===== config.mk =====
export PLATFORM = sky130hd
export DESIGN_NAME = ard_top
export DESIGN_NICKNAME = d
export VERILOG_FILES = /design/src/logic/ard_pkg.sv /design/src/logic/ard_fifo_if.sv /design/src/logic/ard_sample_fifo.sv /design/src/logic/ard_top.sv
export VERILOG_INCLUDE_DIRS = /design/src /design/src/logic
export SDC_FILE = /design/constraint.sdc
export NUM_CORES = 1
export LEC_CHECK = 0
export BUFFER_PORTS_ARGS = -buffer_cell sky130_fd_sc_hd__buf_4
export CAP_MARGIN = 20
export CORE_MARGIN = 2
export CORE_UTILIZATION = 35
export CTS_CLUSTER_SIZE = 24
export DETAILED_ROUTE_END_ITERATION = 8
export HOLD_SLACK_MARGIN = 0.02
export PLACE_DENSITY = 0.57
export SYNTH_ARGS = -nofsm -noshare
export SYNTH_HDL_FRONTEND = slang
export SYNTH_SLANG_ARGS = --single-unit
export TNS_END_PERCENT = 50

===== constraint.sdc =====
create_clock -name clk_sys_in -period 7.2 [get_ports clk_sys_in]
set_input_delay 0.36 -clock clk_sys_in [delete_from_list [all_inputs] [get_ports clk_sys_in]]
set_output_delay 0.36 -clock clk_sys_in [all_outputs]
set_load 0.02 [all_outputs]

===== src/logic/ard_params.svh =====
/*
 Address map, field positions, reset values and counts of the converter
 debug-support block. Assumes inclusion by bare name.
*/
`ifndef ARD_PARAMS_SVH
`define ARD_PARAMS_SVH

`define ARD_AW          8
`define ARD_CW          10
`define ARD_DW          12
`define ARD_A_CTRL0     8'h00
`define ARD_A_CTRL1     8'h04
`define ARD_A_INIT      8'h08
`define ARD_A_DATA      8'h0c
`define ARD_A_STATUS    8'h10
`define ARD_A_CLEAR     8'h14
`define ARD_A_ENABLE    8'h18
`define ARD_CTRL_RST    10'h000
`define ARD_F_TEST_HI   9
`define ARD_F_TEST_LO   8
`define ARD_F_REF_EXT   3
`define ARD_F_DIFF      2
`define ARD_F_RDBACK    9
`define ARD_F_TWOS      7
`define ARD_F_OVF       10
`define ARD_CODE_UPPER  12'hfff
`define ARD_CODE_MID    12'h7ff
`define ARD_CODE_LOWER  12'h000
`define ARD_CONV_DIV    3'h7
`define ARD_FIFO_DEPTH  16
`define ARD_PTR_W       4
`define ARD_CH_LAST_SE  2'h3
`define ARD_CH_LAST_DF  2'h1
`define ARD_EV_W        2
`define ARD_EV_SAMPLE   0
`define ARD_EV_RDBACK   1
`define ARD_RESP_OK     2'h0
`define ARD_RESP_ERR    2'h2

`endif


===== src/logic/ard_pkg.sv =====
/*
 Types shared by the converter debug-support block.
 Assumes nothing of its surroundings.
*/
package ard_pkg;
    typedef enum logic [1:0] {
        TEST_OFF, TEST_UPPER, TEST_MID, TEST_LOWER
    } ard_test_t;
    typedef enum logic {BUS_IDLE, BUS_RESP} ard_bus_t;
endpackage : ard_pkg


===== src/logic/ard_fifo_if.sv =====
/*
 Link between the control logic and the sample store.
 Assumes one clock shared by both ends.
*/
`include "ard_params.svh"
interface ard_fifo_if;
    logic                push;
    logic                pop;
    logic                flush;
    logic [`ARD_DW-1:0]  wdata;
    logic [`ARD_DW-1:0]  rdata;
    logic                empty;
    logic                overwrite;
    modport ctl   (output push, pop, flush, wdata,
                   input rdata, empty, overwrite);
    modport store (input push, pop, flush, wdata,
                   output rdata, empty, overwrite);
endinterface : ard_fifo_if


===== src/logic/ard_sample_fifo.sv =====
/*
 Sample store that never stalls the converter: when full, a new sample
 replaces the oldest unread one and reports the overwrite.
 Assumes the controller pops only when not empty.
*/
`include "ard_params.svh"
module ard_sample_fifo (
    // clock and reset
    input wire logic  clk_sys_in,
    input wire logic  resetn_in,
    // store side
    ard_fifo_if.store fifo
);
    logic [`ARD_DW-1:0]    mem [`ARD_FIFO_DEPTH];
    logic [`ARD_PTR_W-1:0] wp;
    logic [`ARD_PTR_W-1:0] rp;
    logic [`ARD_PTR_W:0]   count;
    logic                  full;

    assign full           = (count == `ARD_FIFO_DEPTH);
    assign fifo.empty     = (count == '0);
    assign fifo.rdata     = mem[rp];
    assign fifo.overwrite = fifo.push && full && !fifo.pop && !fifo.flush;

    always_ff @(posedge clk_sys_in) begin
        if (fifo.push && !fifo.flush) begin
            mem[wp] <= fifo.wdata;
        end
    end

    always_ff @(posedge clk_sys_in) begin
        if (!resetn_in || fifo.flush) begin
            wp    <= '0;
            rp    <= '0;
            count <= '0;
        end else begin
            if (fifo.push) begin
                wp <= wp + 1'b1;
            end
            // oldest entry is dropped so the newest always lands
            if (fifo.pop || fifo.overwrite) begin
                rp <= rp + 1'b1;
            end
            if (fifo.push && !fifo.pop && !full) begin
                count <= count + 1'b1;
            end else if (fifo.pop && !fifo.push) begin
                count <= count - 1'b1;
            end
        end
    end
endmodule : ard_sample_fifo


===== src/logic/ard_top.sv =====
/*
 Debug-support logic of a pipelined converter: register read-back, test
 level selection, sample store with overflow flag, AXI4-Lite slave.
 Assumes a 40 MHz clock, the analog front end outside delivering a
 12-bit code for the selected channel on conv_code_in.
*/
// Design decisions made here: the placing of the registers and register access over AXI4-Lite.
`include "ard_params.svh"
module ard_top (
    // clock and reset
    input  wire logic               clk_sys_in,
    input  wire logic               resetn_in,
    // axi4-lite write
    input  wire logic [`ARD_AW-1:0] s_axi_awaddr_in,
    input  wire logic               s_axi_awvalid_in,
    output logic                    s_axi_awready_out,
    input  wire logic [31:0]        s_axi_wdata_in,
    input  wire logic [3:0]         s_axi_wstrb_in,
    input  wire logic               s_axi_wvalid_in,
    output logic                    s_axi_wready_out,
    output logic [1:0]              s_axi_bresp_out,
    output logic                    s_axi_bvalid_out,
    input  wire logic               s_axi_bready_in,
    // axi4-lite read
    input  wire logic [`ARD_AW-1:0] s_axi_araddr_in,
    input  wire logic               s_axi_arvalid_in,
    output logic                    s_axi_arready_out,
    output logic [31:0]             s_axi_rdata_out,
    output logic [1:0]              s_axi_rresp_out,
    output logic                    s_axi_rvalid_out,
    input  wire logic               s_axi_rready_in,
    // converter side
    input  wire logic [`ARD_DW-1:0] conv_code_in,
    output logic [1:0]              channel_sel_out,
    output logic                    diff_mode_out,
    output logic                    ref_ext_sel_out,
    output ard_pkg::ard_test_t      test_sel_out,
    output logic                    sample_ready_line_out,
    output logic                    irq_out
);
    import ard_pkg::*;

    ard_fifo_if fifo_bus ();

    ard_bus_t              wr_state;
    logic                  aw_held;
    logic                  w_held;
    logic [`ARD_AW-1:0]    aw_addr;
    logic [31:0]           w_data;
    logic                  wr_fire;
    logic                  rd_fire;
    logic [`ARD_CW-1:0]    first_control_word;
    logic [`ARD_CW-1:0]    second_control_word;
    logic                  readback;
    logic                  rb_ptr;
    logic                  overflow;
    logic [`ARD_EV_W-1:0]  status;
    logic [`ARD_EV_W-1:0]  irq_en;
    logic [`ARD_EV_W-1:0]  events;
    logic [2:0]            div_cnt;
    logic                  conv_tick;
    ard_test_t             test_mode;
    logic                  init_wr;
    logic                  rb_enter;
    logic                  data_rd;
    logic [`ARD_DW-1:0]    next_sample;

    ////////////////////////////////////////////////////////////////////
    // helpers

    function automatic logic mapped(input logic [`ARD_AW-1:0] a);
        case (a)
            `ARD_A_CTRL0, `ARD_A_CTRL1, `ARD_A_INIT, `ARD_A_DATA,
            `ARD_A_STATUS, `ARD_A_CLEAR, `ARD_A_ENABLE: mapped = 1'b1;
            default: mapped = 1'b0;
        endcase
    endfunction : mapped

    function automatic logic [`ARD_DW-1:0] test_code(input ard_test_t t);
        case (t)
            TEST_UPPER: test_code = `ARD_CODE_UPPER;
            TEST_MID:   test_code = `ARD_CODE_MID;
            default:    test_code = `ARD_CODE_LOWER;
        endcase
    endfunction : test_code

    ////////////////////////////////////////////////////////////////////
    // write channel: address and data taken in either order

    assign s_axi_awready_out = !aw_held && (wr_state == BUS_IDLE);
    assign s_axi_wready_out  = !w_held && (wr_state == BUS_IDLE);
    assign wr_fire  = aw_held && w_held && (wr_state == BUS_IDLE);
    assign s_axi_bvalid_out = (wr_state == BUS_RESP);

    always_ff @(posedge clk_sys_in) begin
        if (!resetn_in) begin
            aw_held <= 1'b0;
            w_held  <= 1'b0;
            aw_addr <= '0;
            w_data  <= '0;
        end else begin
            if (s_axi_awvalid_in && s_axi_awready_out) begin
                aw_held <= 1'b1;
                aw_addr <= s_axi_awaddr_in;
            end else if (wr_fire) begin
                aw_held <= 1'b0;
            end
            if (s_axi_wvalid_in && s_axi_wready_out) begin
                w_held <= 1'b1;
                w_data <= s_axi_wdata_in;
            end else if (wr_fire) begin
                w_held <= 1'b0;
            end
        end
    end

    always_ff @(posedge clk_sys_in) begin
        if (!resetn_in) begin
            wr_state        <= BUS_IDLE;
            s_axi_bresp_out <= `ARD_RESP_OK;
        end else begin
            case (wr_state)
                BUS_IDLE: begin
                    if (wr_fire) begin
                        wr_state        <= BUS_RESP;
                        s_axi_bresp_out <= mapped(aw_addr) ?
                                           `ARD_RESP_OK : `ARD_RESP_ERR;
                    end
                end
                BUS_RESP: begin
                    if (s_axi_bready_in) begin
                        wr_state <= BUS_IDLE;
                    end
                end
                default: wr_state <= BUS_IDLE;
            endcase
        end
    end

    // registers are narrow: low byte lane plus bits 9:8 in lane 1
    assign init_wr  = wr_fire && (aw_addr == `ARD_A_INIT);
    assign rb_enter = wr_fire && (aw_addr == `ARD_A_CTRL1) &&
                      w_data[`ARD_F_RDBACK] && !readback;

    always_ff @(posedge clk_sys_in) begin
        if (!resetn_in) begin
            first_control_word  <= `ARD_CTRL_RST;
            second_control_word <= `ARD_CTRL_RST;
            irq_en              <= '0;
        end else if (wr_fire) begin
            case (aw_addr)
                `ARD_A_CTRL0:  first_control_word  <= w_data[`ARD_CW-1:0];
                `ARD_A_CTRL1:  second_control_word <= w_data[`ARD_CW-1:0];
                `ARD_A_ENABLE: irq_en <= w_data[`ARD_EV_W-1:0];
                default: ;
            endcase
        end
    end

    ////////////////////////////////////////////////////////////////////
    // read-back mode

    always_ff @(posedge clk_sys_in) begin
        if (!resetn_in || init_wr) begin
            readback <= 1'b0;
        end else if (rb_enter) begin
            readback <= 1'b1;
        end
    end

    always_ff @(posedge clk_sys_in) begin
        if (!resetn_in || init_wr || rb_enter) begin
            rb_ptr <= 1'b0;
        end else if (readback && data_rd) begin
            rb_ptr <= !rb_ptr;
        end
    end

    ////////////////////////////////////////////////////////////////////
    // read channel: one outstanding read, answer one cycle after ar

    assign s_axi_arready_out = !s_axi_rvalid_out;
    assign rd_fire = s_axi_arvalid_in && s_axi_arready_out;
    assign data_rd = rd_fire && (s_axi_araddr_in == `ARD_A_DATA);

    always_ff @(posedge clk_sys_in) begin
        if (!resetn_in) begin
            s_axi_rvalid_out <= 1'b0;
            s_axi_rdata_out  <= '0;
            s_axi_rresp_out  <= `ARD_RESP_OK;
        end else if (rd_fire) begin
            s_axi_rvalid_out <= 1'b1;
            s_axi_rresp_out  <= mapped(s_axi_araddr_in) ?
                                `ARD_RESP_OK : `ARD_RESP_ERR;
            s_axi_rdata_out  <= '0;
            case (s_axi_araddr_in)
                `ARD_A_CTRL0:  s_axi_rdata_out[`ARD_CW-1:0] <=
                                   first_control_word;
                `ARD_A_CTRL1:  s_axi_rdata_out[`ARD_CW-1:0] <=
                                   second_control_word;
                `ARD_A_STATUS: s_axi_rdata_out[`ARD_EV_W-1:0] <= status;
                `ARD_A_ENABLE: s_axi_rdata_out[`ARD_EV_W-1:0] <= irq_en;
                `ARD_A_DATA: begin
                    if (readback && !rb_ptr) begin
                        s_axi_rdata_out[`ARD_CW-1:0] <= first_control_word;
                    end else if (readback) begin
                        s_axi_rdata_out[`ARD_CW-1:0] <=
                            second_control_word;
                        s_axi_rdata_out[`ARD_F_OVF] <= overflow;
                    end else if (!fifo_bus.empty) begin
                        s_axi_rdata_out[`ARD_DW-1:0] <= fifo_bus.rdata;
                    end
                end
                default: ;
            endcase
        end else if (s_axi_rready_in) begin
            s_axi_rvalid_out <= 1'b0;
        end
    end

    ////////////////////////////////////////////////////////////////////
    // conversion timing and sample formatting

    assign conv_tick = (div_cnt == `ARD_CONV_DIV);
    assign test_mode = ard_test_t'(first_control_word[`ARD_F_TEST_HI:
                                                      `ARD_F_TEST_LO]);

    always_ff @(posedge clk_sys_in) begin
        if (!resetn_in) begin
            div_cnt <= '0;
        end else begin
            div_cnt <= conv_tick ? 3'h0 : div_cnt + 3'h1;
        end
    end

    // channel order restarts on a write to the init register
    always_ff @(posedge clk_sys_in) begin
        if (!resetn_in || init_wr) begin
            channel_sel_out <= '0;
        end else if (conv_tick) begin
            if (channel_sel_out == (diff_mode_out ? `ARD_CH_LAST_DF
                                                  : `ARD_CH_LAST_SE)) begin
                channel_sel_out <= '0;
            end else begin
                channel_sel_out <= channel_sel_out + 2'h1;
            end
        end
    end

    always_comb begin
        if (test_mode != TEST_OFF) begin
            next_sample = test_code(test_mode);
        end else if (second_control_word[`ARD_F_TWOS]) begin
            next_sample = {!conv_code_in[`ARD_DW-1],
                           conv_code_in[`ARD_DW-2:0]};
        end else begin
            next_sample = conv_code_in;
        end
    end

    assign diff_mode_out   = first_control_word[`ARD_F_DIFF];
    assign ref_ext_sel_out = first_control_word[`ARD_F_REF_EXT];
    assign test_sel_out    = test_mode;

    ////////////////////////////////////////////////////////////////////
    // sample store and overflow

    assign fifo_bus.push  = conv_tick;
    assign fifo_bus.wdata = next_sample;
    assign fifo_bus.flush = init_wr;
    assign fifo_bus.pop   = data_rd && !readback && !fifo_bus.empty;

    ard_sample_fifo u_store (
        .clk_sys_in (clk_sys_in),
        .resetn_in  (resetn_in),
        .fifo       (fifo_bus.store)
    );

    // overwrite is masked by the flush in the init cycle, so the clear wins
    always_ff @(posedge clk_sys_in) begin
        if (!resetn_in) begin
            overflow <= 1'b0;
        end else if (fifo_bus.overwrite) begin
            overflow <= 1'b1;
        end else if (init_wr) begin
            overflow <= 1'b0;
        end
    end

    assign sample_ready_line_out = !fifo_bus.empty && !readback &&
                                   (test_mode == TEST_OFF);

    ////////////////////////////////////////////////////////////////////
    // interrupt status

    assign events[`ARD_EV_SAMPLE] = conv_tick;
    assign events[`ARD_EV_RDBACK] = rb_enter;

    always_ff @(posedge clk_sys_in) begin
        if (!resetn_in) begin
            status <= '0;
        end else if (wr_fire && aw_addr == `ARD_A_CLEAR) begin
            status <= (status & ~w_data[`ARD_EV_W-1:0]) | events;
        end else begin
            status <= status | events;
        end
    end

    assign irq_out = |(status & irq_en);
endmodule : ard_top


Yosys cells after proc, flatten, opt, wreduce, memory -nomap -nowiden:

Memories as Yosys holds them, arrays and structs flattened. A register that Yosys moved wholly into a read port is not among the register bits.
Cells that the tools add are included.

* add/sub/neg operators: 6
* equality and inequality tests: 17
* mux-type cells: 39
* bitwise operators: 7
* reduce and logical (&&, ||, !) cells: 59

Operator list (number)
* $eq 8x5->1 const B: 6
* $mux 12: 3
* $eq 8x4->1 const B: 4
* $logic_and 1x1->1: 26
* $pmux 12 s2: 1
* $pmux 8 s3: 1
* $mux 1: 19
* $eq 8x3->1 const B: 2
* $logic_not 8->1: 2
* $mux 2: 7
* $reduce_or 7->1: 2
* $logic_not 1->1: 12
* $reduce_bool 2->1: 6
* $mux 11: 1
* $mux 10: 1
* $mux 5: 2
* $pmux 2 s5: 1
* $add 4x1->4 const B: 2
* $mux 4: 2
* $reduce_and 2->1: 4
* $add 5x1->5 const B: 1
* $eq 5x5->1 const B: 1
* $logic_not 5->1: 1
* $sub 5x1->5 const B: 1
* other kinds (14): 20

* register bits after elaboration: 83
* RAM bits: 192
* input port bits: 71
* output and inout port bits: 49
* logic and storage cells: 150
* memories kept: 1

Memories
* u_store.mem: depth 16, width 12, rd ports 1, clocked after memory_dff 1, wr ports 1, RTL line ard_sample_fifo.sv:14 `` logic [`ARD_DW-1:0] mem [`ARD_FIFO_DEPTH]; ``

Logic depth before layout (Yosys ltp):

* depth after elaboration: 11
* depth in mapped cells: 12
* depth with buffers taken out: 11

Modules after synthesis:

Synthesis repeated with hierarchy kept, for this count alone.

* cells, all modules: 813
* area total of the unflattened synthesis: 11723.7 um^2

Modules (own cells, without submodules)
* ard_sample_fifo: times used 1, cells each 388, area an instance 8206.6 um^2, seq. area each 6105.9 um^2
* ard_top: times used 1, cells each 425, area an instance 3517.1 um^2, seq. area each 1361.3 um^2

Worst setup path after synthesis:

OpenSTA, ideal clock, no wires.

* kind: register -> register
* start point: register div_cnt[0]
* end point: memory u_store.mem[3][0] in the netlist's numbering, enable pin
* setup time: 0.396 ns
* data arrival time: 2.266 ns
* required time: 6.804 ns
* slack: 4.538 ns
* stages on the path, launching flop included: 8
* path buffers: 1
* clock period less this slack: 2.662 ns
* cells stage by stage: dfxtp_1 ha_1 ha_1 clkbuf_1 inv_1 nor2_1 nand2_1 nor3_1

* word-level cells in the longest chain between the ends: 4

RTL lines
* start: declaration: RTL line ard_top.sv:60 `logic [2:0] div_cnt;`
* start signal: assignment: RTL line ard_top.sv:232 `div_cnt <= conv_tick ? 3'h0 : div_cnt + 3'h1;`
* $eq 3x3->1 (no source line)
* $logic_and 1x1->1: RTL line ard_sample_fifo.sv:26 `if (fifo.push && !fifo.flush) begin`
* $mux 1: RTL line ard_sample_fifo.sv:26
* $mux 1 (not written as such): RTL line ard_sample_fifo.sv:27 `mem[wp] <= fifo.wdata;`
* end: declaration: RTL line ard_sample_fifo.sv:14

Every way passes these cells.

Final worst setup path:

* start point: register u_store.count[0]
* end point: register u_store.count[4]

* word-level cells in the longest chain between the ends: 7
* elaborated cells on any way between the ends: 14
* classes of those cells: 2 x add/sub; 1 x eq/ne; 2 x mux; 9 x reduce/logical

RTL lines
* start: declaration: RTL line ard_sample_fifo.sv:17 `` logic [`ARD_PTR_W:0] count; ``
* start signal: assignment: RTL line ard_sample_fifo.sv:45 `count <= count + 1'b1;`
* start signal: assignment: RTL line ard_sample_fifo.sv:47 `count <= count - 1'b1;`
* parallel branches: the longest is 7 deep, another holds $sub 5x1->5

Several ways; the timed one is not identified. The select of a mux whose other input is x is not followed.
A chain may end at the register's enable or synchronous reset.

==> results.cfg <==
[final_layout]
nets = 976
n_fill_cell = 3015
final_core_util_pct = 41.30
fin_cells = 1356
drive_gt1_share_pct = 21.58
layout_commonest_cell = edfxtp_1
layout_common_cells = edfxtp_1 (192), nand2_1 (104), dfxtp_1 (83)
area_growth_pct = 16.07

[timing]
clock_skew_ns = 0.01457
fin_tns_setup_ns = 0
final-setup-viol-count = 0
finalCriticalPeriod_ns = 3.186
tightest_slew_ns = 1.086
whs_ns = 0.04545
final.setup.worst_slack_ns = 4.014
hold_violations = 0
max_slew_margin_pct = 27.28
fmaxAchievable_mhz = 313.9
period_share_pct = 44.24
grt_setup_unrepaired = no
drv_slew = 0

[floorplanning]
dieWidth_um = 186.1
rows = 66
dieArea_sq_um = 34630
core_area_sq_um = 32620
die_h_um = 186.1
io_pins = 120
initial_core_util_pct = 35.58

[synthesis]
yosysSeqAreaShare_pct = 64.34
syn-mean-instance-area_sq_um = 14.12
synth.area.top_cells = edfxtp_1 (50%), dfxtp_1 (15%), mux4_2 (8.7%)
ys_seq_elements = 277
yosys.area.top_type = edfxtp_1
synth_edf_count = 192
synthArstFlopShare_pct = 0
yosysWarnings = 0
synth_top_area_share_pct = 49.68
yosysUniqueCellTypes = 69
synthCells = 822
synth_ff_type = edfxtp_1
syn_area_sq_um = 11610

[cts]
h-tree-depth = 1
clk_latency_ns = 0.56
cts_resized = 0
cts_tree = built
numCtsBuffers = 29
cts-root-buf = clkbuf_16
clock_path_buffers = 3
post-cts-setup-buffers = 0
cts.sinks = 277
path_clk_slew_ns = 0.06

[critical_path]
worstSetupEndpointType = register
critical_path_class = reg2reg
start_kind = register
critPathRequiredTime_ns = 7.61
cp.arrival_ns = 3.59
cp_max_fo = 9

[global_routing]
grt_pass1_vias = 6615
antenna_found_initial = 0
track_usage_pct = 15.46
grt_pass1_wl_um = 40370
grt_overflow = 0
grt_max_degree = 55

[power_and_ir_drop]
powerDensity_nw_per_um2 = 244.9
p_leak_nw = 4.420
ir_drop_v = 0.0001900

[flow_run]
cap_violations = 0

[placement]
place_ws_ns = 4.035
dp_hpwl_um = 16560
numPortBuffers = 71
gp_routability_congestion = 0.7661
placedCellCount = 1301

[route]
drc = 0
drt_wl_total_um = 26550
ant_nets = 0
vias_per_cell = 4.999
drtIter0Drc = 502
firstDrtPassIters = 5
wl_per_cell_um = 19.58
vias = 6779

[run_status]
status = completed

[worst_hold_path]
hold_path.class = in2reg
-- final timing paths --
check,end,startpoint,slack [ns],depth (start not counted)
worst max-delay path,u_store.count[4],u_store.count[0],4.01,10
worst min-delay path,w_data[5],s_axi_wdata_in[5],0.05,3
worst max register to register,u_store.count[4],u_store.count[0],4.01,10
worst min register to register,div_cnt[0],div_cnt[0],0.43,1
-- power by group --
group          internal, mW  total [mW]  switching, mW
Sequential             1.71        1.73         0.0117
Clock                 0.846        1.46          0.610
Combinational        0.0416       0.118         0.0763
-- layer usage --
layer  vias up  global-route usage, %  share of wire (%)
met4         0                  3.181                1.9
met3        33                  2.974                5.8
met1      3322                  21.94                 47
met2       193                  24.82                 45
li1       3231                      -                  -
met5         -                      0                  0
-- registers in the layout, indices dropped and copies added (netlist names), 2 cells and up, named ones only --
signal               flops
u_store.wp               4
u_store.mem            192
first_control_word      10
status                   2
div_cnt                  3
second_control_word     10
u_store.rp               4
channel_sel_out          2
irq_en                   2
aw_addr                  8
w_data                  10
s_axi_rdata_out         12
u_store.count            5
-- critical path, stage by stage, from the launching register on --
cell     delay [ns]
dfxtp_1        0.37
nor4_1         0.55
a21oi_1        0.36
a21oi_1        0.42
inv_2          0.16
fa_1           0.43
a21o_1         0.19
a21oi_1        0.18
and4_1         0.23
o21a_1         0.11
nor3_1         0.04
-- Yosys cell counts (6+ instances only) --
| master | number |
|---|---|
| o211ai_1 | 9 |
| mux4_2 | 45 |
| buf_2 | 10 |
| clkbuf_1 | 22 |
| ha_1 | 12 |
| dfxtp_1 | 85 |
| o221ai_1 | 8 |
| o21a_1 | 12 |
| o21ai_0 | 15 |
| nor2_1 | 48 |
| nand2_1 | 104 |
| a22oi_1 | 8 |
| mux2i_1 | 36 |
| buf_4 | 28 |
| nor3_1 | 13 |
| edfxtp_1 | 192 |
| inv_1 | 14 |
| nand3_1 | 13 |
| nand2b_1 | 6 |
| a21oi_1 | 46 |
| a221oi_1 | 9 |
-- per-stage QoR --
stage	total power, mW	area, sq um
floorplan	1.838	11690
global placement	1.876	12530
detailed placement	1.878	12530
CTS	3.333	13460
global route	3.408	13470
finish	3.300	13470
-- cell families (layout without fill, tap and decap cells) --
logic type	Yosys count	after routing	share of synthesized area [%]
other	1	23	0.03231
buffers and inverters	80	150	3.730
xor gates and xnor gates	8	8	0.6037
DFF	277	277	64.34
adders and majority gates	13	13	1.466
muxes	87	87	13.07
AOI/OAI and AO/OA	133	133	7.622
and+or+nand+nor	223	223	9.142
-- cell type report --
class / instances / area (sq um) / share of cell area [%]
Tap cell: 442 / 553.0 / 4.105
Clock buffer: 33 / 740.7 / 5.498
Timing Repair Buffer: 83 / 625.6 / 4.644
Antenna cell: 1 / 2.502 / 0.01858
Sequential cell: 277 / 7470 / 55.45
Multi-Input combinational cell: 486 / 3841 / 28.51
Inverter: 15 / 56.30 / 0.4179
Clock inverter: 19 / 182.7 / 1.356
-- repair_timing --
item                                    in CTS  in global routing
hold buffers                                 1                  0
endpoints found under the setup margin       0                  0
hold endpoints to repair                     1                  0
No activity file was read; power rests on OpenSTA's default activity.
